$ cat config.mk
export PLATFORM = sky130hd
export DESIGN_NAME = syc_top
export DESIGN_NICKNAME = d
export VERILOG_FILES = /design/src/rtl/syc_pkg.sv /design/src/rtl/syc_sticky.sv /design/src/rtl/syc_baud_gen.sv /design/src/rtl/syc_top.sv
export SDC_FILE = /design/constraint.sdc
export NUM_CORES = 1
export LEC_CHECK = 0
export CAP_MARGIN = 5
export CORE_MARGIN = 2
export CORE_UTILIZATION = 50
export DETAILED_ROUTE_END_ITERATION = 16
export DONT_BUFFER_PORTS = 1
export GPL_ROUTABILITY_DRIVEN = 0
export PLACE_DENSITY = 0.68
export SETUP_SLACK_MARGIN = 0.5
export SYNTH_ARGS = -nofsm -noshare
export SYNTH_HDL_FRONTEND = slang
export SYNTH_HIERARCHICAL = 1
export SYNTH_SLANG_ARGS = --single-unit
$ cat constraint.sdc
create_clock -name aclk -period 3.6 [get_ports aclk]
set_input_delay 0.18 -clock aclk [delete_from_list [all_inputs] [get_ports aclk]]
set_output_delay 0.18 -clock aclk [all_outputs]
set_load 0.01 [all_outputs]
$ cat src/rtl/syc_pkg.sv
// constants shared by the synchronous serial channel files
package syc_pkg;
  // register byte offsets
  localparam logic [4:0]  ADDR_CTRL      = 5'h00;
  localparam logic [4:0]  ADDR_BAUD      = 5'h04;
  localparam logic [4:0]  ADDR_TXD       = 5'h08;
  localparam logic [4:0]  ADDR_RXD       = 5'h0C;
  localparam logic [4:0]  ADDR_STAT      = 5'h10;
  // control field positions
  localparam int          CTRL_LEN_LSB   = 0;
  localparam int          CTRL_MSB_FIRST = 4;
  localparam int          CTRL_CPOL      = 5;
  localparam int          CTRL_CPHA      = 6;
  localparam int          CTRL_MASTER    = 7;
  localparam int          CTRL_EN        = 8;
  localparam int          CTRL_LOOP      = 9;
  localparam int          CTRL_TX_EN     = 10;
  localparam int          CTRL_RX_EN     = 11;
  // status bit positions
  localparam int          STAT_TX_FULL   = 0;
  localparam int          STAT_RX_FULL   = 1;
  localparam int          STAT_BUSY      = 2;
  localparam int          STAT_TX_ERR    = 3;
  localparam int          STAT_RX_ERR    = 4;
  localparam int          STAT_PH_ERR    = 5;
  localparam int          STAT_BR_ERR    = 6;
  // values after reset
  localparam logic [15:0] CTRL_RESET     = 16'h0C07;
  localparam logic [15:0] BAUD_RESET     = 16'h0001;
  // character length limits
  localparam logic [5:0]  MIN_BITS       = 6'h02;
  localparam logic [5:0]  MAX_BITS       = 6'h10;
  // bus answers
  localparam logic [1:0]  RESP_OKAY      = 2'h0;
  localparam logic [1:0]  RESP_SLVERR    = 2'h2;
  typedef enum logic [0:0] {
    SYC_IDLE = 1'b0,
    SYC_RUN  = 1'b1
  } syc_state_type;
endpackage : syc_pkg

$ cat src/rtl/syc_sticky.sv
// one sticky flag, set wins over clear
`timescale 1ns/100ps
`default_nettype none
module syc_sticky (
  // clock and reset
  input  wire logic aclk,
  input  wire logic aresetn,
  // set and clear
  input  wire logic set,
  input  wire logic clr,
  // flag
  output var  logic q
);
  logic next_q;

  // a set in the clearing cycle is kept
  always_comb begin
    next_q = set | (q & ~clr);
  end

  always_ff @(posedge aclk) begin
    if (!aresetn) begin
      q <= 1'b0;
    end else begin
      q <= next_q;
    end
  end
endmodule : syc_sticky
`default_nettype wire

$ cat src/rtl/syc_baud_gen.sv
// reload counter giving one tick per shift clock half period
`timescale 1ns/100ps
`default_nettype none
module syc_baud_gen #(
  parameter int WIDTH = 16
) (
  // clock and reset
  input  wire logic             aclk,
  input  wire logic             aresetn,
  // control
  input  wire logic             restart,
  input  wire logic [WIDTH-1:0] reload,
  // half period tick
  output var  logic             tick
);
  logic [WIDTH-1:0] cnt;
  logic [WIDTH-1:0] next_cnt;
  logic             next_tick;

  if (WIDTH < 1 || WIDTH > 16) begin : g_chk
    $error("baud counter width must be 1 to 16");
  end

  // half period is reload+1 cycles
  always_comb begin
    next_cnt  = cnt - 1'b1;
    next_tick = 1'b0;
    if (restart) begin
      next_cnt = reload;
    end else if (cnt == '0) begin
      next_cnt  = reload;
      next_tick = 1'b1;
    end
  end

  always_ff @(posedge aclk) begin
    if (!aresetn) begin
      cnt  <= '0;
      tick <= 1'b0;
    end else begin
      cnt  <= next_cnt;
      tick <= next_tick;
    end
  end
endmodule : syc_baud_gen
`default_nettype wire

$ cat src/rtl/syc_top.sv
// synchronous serial channel with axi4-lite register access
// Summary of operation
// RULE_01: character length 2 to 16 bits
// RULE_02: master drives shift clock, slave follows it
// RULE_03: selectable lsb-first or msb-first order
// RULE_04: programmable idle clock level, both ends agree
// RULE_05: phase picks shift and latch edges
// RULE_06: full-duplex or half-duplex transfers
// RULE_07: baud generator spans the documented rate range
// RULE_08: three interrupt outputs: tx, rx, error
// RULE_09: requests on tx empty, rx full, errors
// RULE_10: transmit and receive buffer handling errors
// RULE_11: phase error and baud rate error checks
// RULE_12: loop-back routes transmit data to receiver
// RULE_13: three pins, roles follow master/slave
// RULE_14: spi compatible framing and clocking
// RULE_15: 16-bit reload, rate clk/(2*(reload+1))
// RULE_16: slave start without new data flags error
//
// The register offsets and register access over AXI4-Lite were decided locally.
`timescale 1ns/100ps
`default_nettype none
module syc_top
  import syc_pkg::*;
#(
  parameter int BAUD_WIDTH = 16
) (
  // clock and reset
  input  wire logic        aclk,
  input  wire logic        aresetn,
  // axi4-lite write
  input  wire logic [4:0]  s_axi_awaddr,
  input  wire logic        s_axi_awvalid,
  output var  logic        s_axi_awready,
  input  wire logic [31:0] s_axi_wdata,
  input  wire logic [3:0]  s_axi_wstrb,
  input  wire logic        s_axi_wvalid,
  output var  logic        s_axi_wready,
  output var  logic [1:0]  s_axi_bresp,
  output var  logic        s_axi_bvalid,
  input  wire logic        s_axi_bready,
  // axi4-lite read
  input  wire logic [4:0]  s_axi_araddr,
  input  wire logic        s_axi_arvalid,
  output var  logic        s_axi_arready,
  output var  logic [31:0] s_axi_rdata,
  output var  logic [1:0]  s_axi_rresp,
  output var  logic        s_axi_rvalid,
  input  wire logic        s_axi_rready,
  // serial pins
  input  wire logic        sclk_i,
  output var  logic        sclk_o,
  output var  logic        sclk_oe,
  output var  logic        dout_o,
  output var  logic        dout_oe,
  input  wire logic        din_i,
  // event requests
  output var  logic        irq_tx,
  output var  logic        irq_rx,
  output var  logic        irq_err
);
  if (BAUD_WIDTH < 1 || BAUD_WIDTH > 16) begin : g_chk
    $error("baud width must be 1 to 16");
  end

  // bus side state
  logic [4:0]  aw_addr, next_aw_addr;
  logic [31:0] w_data, next_w_data;
  logic [3:0]  w_strb, next_w_strb;
  logic        aw_held, next_aw_held, w_held, next_w_held;
  logic        next_awready, next_wready, next_bvalid, next_arready, next_rvalid;
  logic [1:0]  next_bresp, next_rresp;
  logic [31:0] next_rdata;
  logic        wr_do, rd_do;
  // registers
  logic [15:0] ctrl, next_ctrl, baud, next_baud;
  logic [15:0] tx_buf, next_tx_buf, rx_buf, next_rx_buf;
  logic        tx_full, next_tx_full, rx_full, next_rx_full;
  // engine state
  syc_state_type state, next_state;
  logic [4:0]  edge_cnt, next_edge_cnt;
  logic [15:0] tx_sr, next_tx_sr, rx_sr, next_rx_sr;
  logic        prev_sclk, edge_last, next_edge_last, ph_pend, next_ph_pend, ph_val, next_ph_val;
  logic        next_sclk_o, next_sclk_oe, next_dout_o, next_dout_oe;
  logic        next_irq_tx, next_irq_rx;
  // derived
  logic [5:0]  len;
  logic        master, cpol, cpha, msb_first, en, tx_en, rx_en, din_eff;
  logic        tick, restart, edge_now, start_m, start_s, proc, latch, last;
  logic [4:0]  ecnt;
  logic [3:0]  bidx;
  logic [4:0]  eidx;
  logic        set_tx_err, set_rx_err, set_ph_err, set_br_err;
  logic        tx_err, rx_err, ph_err, br_err, clr_w1c;
  logic [15:0] src;

  // configuration fields; lengths below two are held at two
  assign len       = (ctrl[3:0] == 4'h0) ? MIN_BITS : {2'h0, ctrl[3:0]} + 6'h01; // see RULE_01
  assign master    = ctrl[CTRL_MASTER];
  assign cpol      = ctrl[CTRL_CPOL];
  assign cpha      = ctrl[CTRL_CPHA];
  assign msb_first = ctrl[CTRL_MSB_FIRST];
  assign en        = ctrl[CTRL_EN];
  assign tx_en     = ctrl[CTRL_TX_EN];
  assign rx_en     = ctrl[CTRL_RX_EN];
  assign din_eff   = ctrl[CTRL_LOOP] ? dout_o : din_i; // see RULE_12

  // bit position inside a character for a given bit count
  function automatic logic [3:0] bit_pos(input logic [3:0] idx, input logic [5:0] n, input logic mf);
    logic [5:0] p;
    p = mf ? (n - 6'h01 - {2'h0, idx}) : {2'h0, idx};
    return p[3:0];
  endfunction : bit_pos

  // shift clock edge detection, master by tick, slave by pin change
  assign restart  = start_m;
  assign edge_now = master ? ((state == SYC_RUN) && tick) : (sclk_i != prev_sclk); // see RULE_02
  assign start_m  = (state == SYC_IDLE) && en && master && tx_full;
  assign start_s  = (state == SYC_IDLE) && en && !master && edge_now && (sclk_i != cpol); // see RULE_04
  assign proc     = ((state == SYC_RUN) && edge_now) || start_s;
  assign ecnt     = start_s ? 5'h00 : edge_cnt;
  assign latch    = cpha ? ecnt[0] : ~ecnt[0]; // see RULE_05, RULE_14
  assign last     = ({1'b0, ecnt} == ((len << 1) - 6'h01));
  assign bidx     = ecnt[4:1];
  assign eidx     = cpha ? {1'b0, bidx} : ({1'b0, bidx} + 5'h01);
  assign src      = tx_full ? tx_buf : tx_sr;

  // error flags
  assign set_tx_err = start_s && !tx_full; // see RULE_16
  assign set_rx_err = proc && last && rx_en && rx_full && !rd_do; // see RULE_10
  assign set_ph_err = ph_pend && (din_eff != ph_val); // see RULE_11
  assign set_br_err = !master && (state == SYC_RUN) && edge_now && edge_last; // see RULE_11
  assign clr_w1c    = wr_do && (aw_addr == ADDR_STAT) && w_strb[0];

  syc_sticky u_tx_err (.aclk(aclk), .aresetn(aresetn), .set(set_tx_err),
                       .clr(clr_w1c && w_data[STAT_TX_ERR]), .q(tx_err));
  syc_sticky u_rx_err (.aclk(aclk), .aresetn(aresetn), .set(set_rx_err),
                       .clr(clr_w1c && w_data[STAT_RX_ERR]), .q(rx_err));
  syc_sticky u_ph_err (.aclk(aclk), .aresetn(aresetn), .set(set_ph_err),
                       .clr(clr_w1c && w_data[STAT_PH_ERR]), .q(ph_err));
  syc_sticky u_br_err (.aclk(aclk), .aresetn(aresetn), .set(set_br_err),
                       .clr(clr_w1c && w_data[STAT_BR_ERR]), .q(br_err));

  // half period of reload+1 cycles
  syc_baud_gen #(.WIDTH(BAUD_WIDTH)) u_baud (
    .aclk    (aclk),
    .aresetn (aresetn),
    .restart (restart),
    .reload  (baud[BAUD_WIDTH-1:0]), // see RULE_15, RULE_07
    .tick    (tick)
  );

  // bus slave: address and data taken in either order, one answer each
  assign wr_do = aw_held && w_held && !s_axi_bvalid;
  assign rd_do = s_axi_arvalid && s_axi_arready && (s_axi_araddr == ADDR_RXD);
  always_comb begin
    next_aw_held = aw_held;
    next_aw_addr = aw_addr;
    next_w_held  = w_held;
    next_w_data  = w_data;
    next_w_strb  = w_strb;
    next_bvalid  = s_axi_bvalid;
    next_bresp   = s_axi_bresp;
    next_awready = s_axi_awready;
    next_wready  = s_axi_wready;
    next_arready = s_axi_arready;
    next_rvalid  = s_axi_rvalid;
    next_rresp   = s_axi_rresp;
    next_rdata   = s_axi_rdata;
    if (s_axi_awvalid && s_axi_awready) begin
      next_aw_held = 1'b1;
      next_aw_addr = s_axi_awaddr;
      next_awready = 1'b0;
    end
    if (s_axi_wvalid && s_axi_wready) begin
      next_w_held = 1'b1;
      next_w_data = s_axi_wdata;
      next_w_strb = s_axi_wstrb;
      next_wready = 1'b0;
    end
    if (wr_do) begin
      next_aw_held = 1'b0;
      next_w_held  = 1'b0;
      next_bvalid  = 1'b1;
      next_bresp   = (aw_addr > ADDR_STAT || aw_addr[1:0] != 2'h0) ? RESP_SLVERR : RESP_OKAY;
    end
    if (s_axi_bvalid && s_axi_bready) begin
      next_bvalid  = 1'b0;
      next_awready = 1'b1;
      next_wready  = 1'b1;
    end
    if (s_axi_arvalid && s_axi_arready) begin
      next_arready = 1'b0;
      next_rvalid  = 1'b1;
      next_rresp   = RESP_OKAY;
      case (s_axi_araddr)
        ADDR_CTRL: next_rdata = {16'h0000, ctrl};
        ADDR_BAUD: next_rdata = {16'h0000, baud};
        ADDR_TXD:  next_rdata = {16'h0000, tx_buf};
        ADDR_RXD:  next_rdata = {16'h0000, rx_buf};
        ADDR_STAT: next_rdata = {25'h0000000, br_err, ph_err, rx_err, tx_err,
                                 (state == SYC_RUN), rx_full, tx_full};
        default: begin
          next_rdata = 32'h00000000;
          next_rresp = RESP_SLVERR;
        end
      endcase
    end else if (s_axi_rvalid && s_axi_rready) begin
      next_rvalid  = 1'b0;
      next_arready = 1'b1;
    end
  end

  always_ff @(posedge aclk) begin
    if (!aresetn) begin
      aw_held       <= 1'b0;
      aw_addr       <= 5'h00;
      w_held        <= 1'b0;
      w_data        <= 32'h00000000;
      w_strb        <= 4'h0;
      s_axi_awready <= 1'b1;
      s_axi_wready  <= 1'b1;
      s_axi_bvalid  <= 1'b0;
      s_axi_bresp   <= RESP_OKAY;
      s_axi_arready <= 1'b1;
      s_axi_rvalid  <= 1'b0;
      s_axi_rresp   <= RESP_OKAY;
      s_axi_rdata   <= 32'h00000000;
    end else begin
      aw_held       <= next_aw_held;
      aw_addr       <= next_aw_addr;
      w_held        <= next_w_held;
      w_data        <= next_w_data;
      w_strb        <= next_w_strb;
      s_axi_awready <= next_awready;
      s_axi_wready  <= next_wready;
      s_axi_bvalid  <= next_bvalid;
      s_axi_bresp   <= next_bresp;
      s_axi_arready <= next_arready;
      s_axi_rvalid  <= next_rvalid;
      s_axi_rresp   <= next_rresp;
      s_axi_rdata   <= next_rdata;
    end
  end

  // registers, buffers and the shift engine
  always_comb begin
    next_ctrl      = ctrl;
    next_baud      = baud;
    next_tx_buf    = tx_buf;
    next_tx_full   = tx_full;
    next_rx_buf    = rx_buf;
    next_rx_full   = rx_full && !rd_do;
    next_state     = state;
    next_edge_cnt  = edge_cnt;
    next_tx_sr     = tx_sr;
    next_rx_sr     = rx_sr;
    next_irq_tx    = 1'b0;
    next_irq_rx    = 1'b0;
    next_ph_pend   = 1'b0;
    next_ph_val    = ph_val;
    next_edge_last = proc;
    next_sclk_o    = sclk_o;
    next_sclk_oe   = en && master; // see RULE_13
    next_dout_oe   = en && tx_en; // see RULE_06
    next_dout_o    = dout_o;
    if (wr_do) begin
      for (int b = 0; b < 2; b++) begin
        if (w_strb[b]) begin
          case (aw_addr)
            ADDR_CTRL: next_ctrl[b*8 +: 8] = w_data[b*8 +: 8];
            ADDR_BAUD: next_baud[b*8 +: 8] = w_data[b*8 +: 8];
            ADDR_TXD:  next_tx_buf[b*8 +: 8] = w_data[b*8 +: 8];
            default:   next_ctrl = next_ctrl;
          endcase
        end
      end
      if (aw_addr == ADDR_TXD && w_strb[1:0] != 2'h0) begin
        next_tx_full = 1'b1;
      end
    end
    if (state == SYC_IDLE) begin
      // first bit waits on the line before the first edge
      next_dout_o = tx_en && src[bit_pos(4'h0, len, msb_first)];
      next_sclk_o = cpol; // see RULE_04
    end
    if (start_m || start_s) begin
      // buffer moves to the shifter, buffer empty event
      next_state    = SYC_RUN;
      next_edge_cnt = 5'h00;
      next_tx_sr    = src;
      next_rx_sr    = 16'h0000;
      if (tx_full) begin
        next_tx_full = (wr_do && aw_addr == ADDR_TXD) ? 1'b1 : 1'b0;
        next_irq_tx  = 1'b1; // see RULE_09
      end
    end
    if (master && state == SYC_RUN && tick) begin
      next_sclk_o = ~sclk_o; // see RULE_02
    end
    if (proc) begin
      next_edge_cnt = ecnt + 5'h01;
      if (latch) begin
        next_rx_sr[bit_pos(bidx, len, msb_first)] = din_eff; // see RULE_03
        next_ph_pend = 1'b1;
        next_ph_val  = din_eff;
      end else if ({1'b0, eidx} < len) begin
        next_dout_o = tx_en && next_tx_sr[bit_pos(eidx[3:0], len, msb_first)]; // see RULE_05
      end
      if (last) begin
        next_state = SYC_IDLE;
        if (rx_en) begin
          next_rx_buf  = next_rx_sr; // see RULE_06
          next_rx_full = 1'b1;
          next_irq_rx  = 1'b1; // see RULE_09
        end
      end
    end
    if (!en) begin
      next_state = SYC_IDLE;
    end
  end

  always_ff @(posedge aclk) begin
    if (!aresetn) begin
      ctrl      <= CTRL_RESET;
      baud      <= BAUD_RESET;
      tx_buf    <= 16'h0000;
      tx_full   <= 1'b0;
      rx_buf    <= 16'h0000;
      rx_full   <= 1'b0;
      state     <= SYC_IDLE;
      edge_cnt  <= 5'h00;
      tx_sr     <= 16'h0000;
      rx_sr     <= 16'h0000;
      prev_sclk <= 1'b0;
      edge_last <= 1'b0;
      ph_pend   <= 1'b0;
      ph_val    <= 1'b0;
      sclk_o    <= 1'b0;
      sclk_oe   <= 1'b0;
      dout_o    <= 1'b0;
      dout_oe   <= 1'b0;
      irq_tx    <= 1'b0;
      irq_rx    <= 1'b0;
      irq_err   <= 1'b0;
    end else begin
      ctrl      <= next_ctrl;
      baud      <= next_baud;
      tx_buf    <= next_tx_buf;
      tx_full   <= next_tx_full;
      rx_buf    <= next_rx_buf;
      rx_full   <= next_rx_full;
      state     <= next_state;
      edge_cnt  <= next_edge_cnt;
      tx_sr     <= next_tx_sr;
      rx_sr     <= next_rx_sr;
      prev_sclk <= sclk_i;
      edge_last <= next_edge_last;
      ph_pend   <= next_ph_pend;
      ph_val    <= next_ph_val;
      sclk_o    <= next_sclk_o;
      sclk_oe   <= next_sclk_oe;
      dout_o    <= next_dout_o;
      dout_oe   <= next_dout_oe;
      irq_tx    <= next_irq_tx; // see RULE_08
      irq_rx    <= next_irq_rx; // see RULE_08
      irq_err   <= set_tx_err | set_rx_err | set_ph_err | set_br_err; // see RULE_08
    end
  end

  // helper: cycles since the counter was loaded; the restart cycle itself is not counted,
  // and a reload changed after the load leaves the gap unmeasured until the next restart
  logic [16:0] tick_gap;
  logic        gap_ok;
  always_ff @(posedge aclk) begin
    if (!aresetn) begin
      tick_gap <= 17'h00000;
      gap_ok   <= 1'b0;
    end else begin
      tick_gap <= restart ? 17'h00000 : tick ? 17'h00001 : tick_gap + 17'h00001;
      gap_ok   <= restart ? (next_baud == baud) : (gap_ok && (next_baud == baud));
    end
  end
endmodule : syc_top
`default_nettype wire

==> impl_metrics.yaml <==
detailed_routing:
  drt_iter0_drc: 770
  vias_per_cell: 5.877
  wl_per_cell_um: 18.78
  drc_errors: 0
  vias: 8639
  drt_wl_total_um: 27610
  ant_nets: 0
  drt_pre_antenna_iters: 6
placement:
  placed_cell_area_mm2: 0.01005
  dp_slack_ns: 0.09411
  dp_cells: 1356
  hpwl_um: 18290
  io_buffers: 0
finish:
  area_delta_synth_final_pct: 19.55
  design_area_mm2: 0.01163
  fin_nets: 1267
  fin_util_pct: 60.36
  instances_no_fill: 1470
  drive_gt1_share_pct: 13.95
  fillers: 1664
global_routing:
  antenna_found_initial: 1
  grt_pass1_wl_um: 42910
  grt_max_degree: 163
  grt_usage_pct: 26.85
  grt_pass1_vias: 7897
  gr-total-overflow: 0
timing:
  grt_setup_unrepaired: "true"
  timing.fmax_mhz: 303.4
  setup_violations: 0
  final.setup.tns_ns: 0
  finalHoldViolCount: 0
  setup_slack_ns: 0.3037
  slew-limit-headroom_pct: 15.77
  fin_crit_ns: 3.296
  worstMarginPinSlew_ns: 1.255
  maxSlewViolCount: 0
  finClkSkew_ns: 0.008835
  min_period_over_period_pct: 91.56
pwr:
  swShare_pct: 28.34
  switching_power_mw: 1.402
  ir_worst_vdd_uv: 351.9
  seqPwrFrac_pct: 45.8
  p_leak_nw: 4.669
  cellPowerDensity_mw_per_mm2: 425.3
  p_comb_share_pct: 16.3
  p_int_mw: 3.545
  power_frac_clock_pct: 37.9
synth:
  synth_top_area_share_pct: 37.86
  synth_warnings: 6
  yosys.area.top_type: "dfxtp_1"
  yosysSeqAreaShare_pct: 37.86
  synth_cells: 1130
  ys.flop_type: "dfxtp_1"
  synth.distinct_cells: 75
  synth-async-reset-ratio_pct: 0
  synth_area_mm2: 0.009729
  avgSynthCellArea_um2: 8.610
  synth_seq_cells: 184
  synth-edff-count: 0
  synth_area_leaders: "dfxtp_1, mux2i_1, nand2_1, nor2b_1, a21boi_0"
job:
  drv_cap: 0
clocking:
  numCtsBuffers: 17
  htree_levels: 4
  cts.clk_slew.worst_paths_ns: 0.07
  clock_sinks: 184
  cts.path.max_buffers: 2
  clock_latency_ns: 0.44
  cts_tree: "built"
  cts_root_buf: "clkbuf_16"
floorplanning:
  start_util_pct: 50.49
  die_w_um: 143.5
  fp.coreArea_mm2: 0.01927
  ios: 103
  die_h_um: 143.5
  rows: 51
  die-area_mm2: 0.02059
setup_path:
  reg2reg_setup_slack_ns: 0.30
  critical_path_class: "reg -> reg"
  worstPathRequired_ns: 3.95
  cp_max_fo: 4
  r2r_start: "prev_sclk"
  start_kind: "register"
  end_kind: "register"
  r2r-end: "dout_o"
  r2r_cells: 15
  cp.arrival_ns: 3.65
worst_hold_path:
  holdPathEnd: "aw_addr[0]"
  whs_path_depth: 3
  hp-class: "in -> reg"
  hp-start: "s_axi_awvalid"
status:
  status: "completed"
[power groups by stage]
stage	Sequential, mW	Combinational (mW)	Clock (mW)
floorplan	2.27	0.644	0
global placement	2.31	0.705	0
detailed placement	2.31	0.715	0
CTS	2.26	0.791	1.90
global route	2.28	0.895	1.97
finish	2.27	0.807	1.87
[repair_timing]
item | in CTS | in global routing
hold buffers | 62 | 0
endpoints found under the setup margin | 33 | 33
buffers inserted | 12 | 8
gates resized for setup | 14 | 43
hold endpoints to repair | 182 | 0
pin swaps | 9 | 14
cloned | 0 | 1
[layout by cell type (no fill, tap or decap), types with 4 or more instances in the layout]
master	count
a21boi_0	52
a21o_1	17
a21oi_1	58
a222oi_1	16
a31oi_1	22
and2_1	9
and3_1	19
buf_4	54
clkbuf_16	17
conb_1	18
dfxtp_1	181
dlygate4sd3_1	61
ha_1	13
inv_1	23
mux2_2	7
mux2i_1	71
mux4_2	5
nand2_1	149
nand2_2	5
nand2b_1	4
nand3_1	57
nand4_1	9
nor2_1	28
nor2_2	8
nor2b_1	64
nor2b_4	5
nor3_1	11
nor3b_1	5
nor4_1	7
o211ai_1	7
o21a_1	21
o21ai_0	47
or3_1	4
xnor2_1	4
xor2_1	14
[worst max path at each step]
| stage | from | endpoint | cells past startpoint |
|---|---|---|---|
| finish | prev_sclk | dout_o | 15 |
| global route | prev_sclk | dout_o | 15 |
| CTS | ctrl[5] | dout_o | 15 |
| detailed placement | ctrl[5] | dout_o | 15 |
| global placement | ctrl[5] | dout_o | 15 |
| floorplan | prev_sclk | dout_o | 16 |
[logic make-up after synthesis]
group	after synthesis	synth area share, %
simple gates	418	22.24
buf+inv	121	5.671
mux	83	9.272
fa+ha+maj	19	2.598
flops	184	37.86
other cells	1	0.03854
xor+xnor	23	2.508
compound gates	281	19.82
[stage by stage]
| step | power [mW] | hold slack [ns] |
|---|---|---|
| global route | 5.138 | 0.06703 |
| floorplan | 2.912 | 0.2804 |
| CTS | 4.947 | 0.03499 |
| global placement | 3.011 | 0.2547 |
| detailed placement | 3.022 | 0.2608 |
| finish | 4.947 | 0.04417 |
[sequential cells by signal, summed over array words and instances (netlist names), 2 cells and up]
signal	flops
tx_sr	16
rx_buf	16
aw_addr	5
u_baud/cnt	16
s_axi_rdata	16
edge_cnt	5
w_strb	2
ctrl	16
tx_buf	16
rx_sr	16
w_data	16
baud	16
[final cells by class]
type	instances	area (um2)	share of cell area (%)
Tap cell	265	331.6	2.851
Inverter	26	100.1	0.8606
Clock buffer	20	456.7	3.926
Sequential cell	184	3695	31.77
Antenna cell	1	2.502	0.02151
Timing Repair Buffer	122	1117	9.606
Multi-Input combinational cell	842	5809	49.95
Clock inverter	10	118.9	1.022
[synthesized netlist by cell type (5+ instances only)]
library cell  count
o211ai_1          7
xnor2_1           6
clkbuf_1         60
a222oi_1         16
and2_1           10
buf_4            20
nor3_1           12
a21boi_0         52
dfxtp_1         184
nor3b_1           7
inv_1            26
a21oi_1          59
o21a_1           22
nor2_1           36
nand3_1          58
mux2i_1          71
buf_2            10
and3_1           19
nand4_1           9
nand2_1         154
ha_1             17
o311ai_0          6
a21o_1           17
mux2_2            7
mux4_2            5
a31oi_1          22
xor2_1           14
o21ai_0          48
or3_1             6
nor4_1            7
nor2b_1          66
[layer usage]
| layer | vias to the layer above | share of wire, % | global-route usage, % |
|---|---|---|---|
| li1 | 4121 | - | - |
| met1 | 4140 | 45 | 36.68 |
| met2 | 312 | 46 | 41.80 |
| met3 | 66 | 5.9 | 4.765 |
| met4 | 0 | 3.0 | 11.46 |
| met5 | - | 0 | 0 |
[worst max-delay path: stages, from the launching register on]
cell and delay, ns:
dfxtp_4 0.36, and3b_2 0.24, o21ai_4 0.20, nand2_2 0.10, inv_2 0.10, ha_4 0.20, nor2b_4 0.12, a31o_4 0.24
inv_4 0.06, ha_4 0.18, a21o_1 0.19, a21oi_2 0.12, xor3_2 0.31, or3_4 0.39, and4_1 0.20, o31ai_1 0.21
Power figures use the tool's default switching activity.
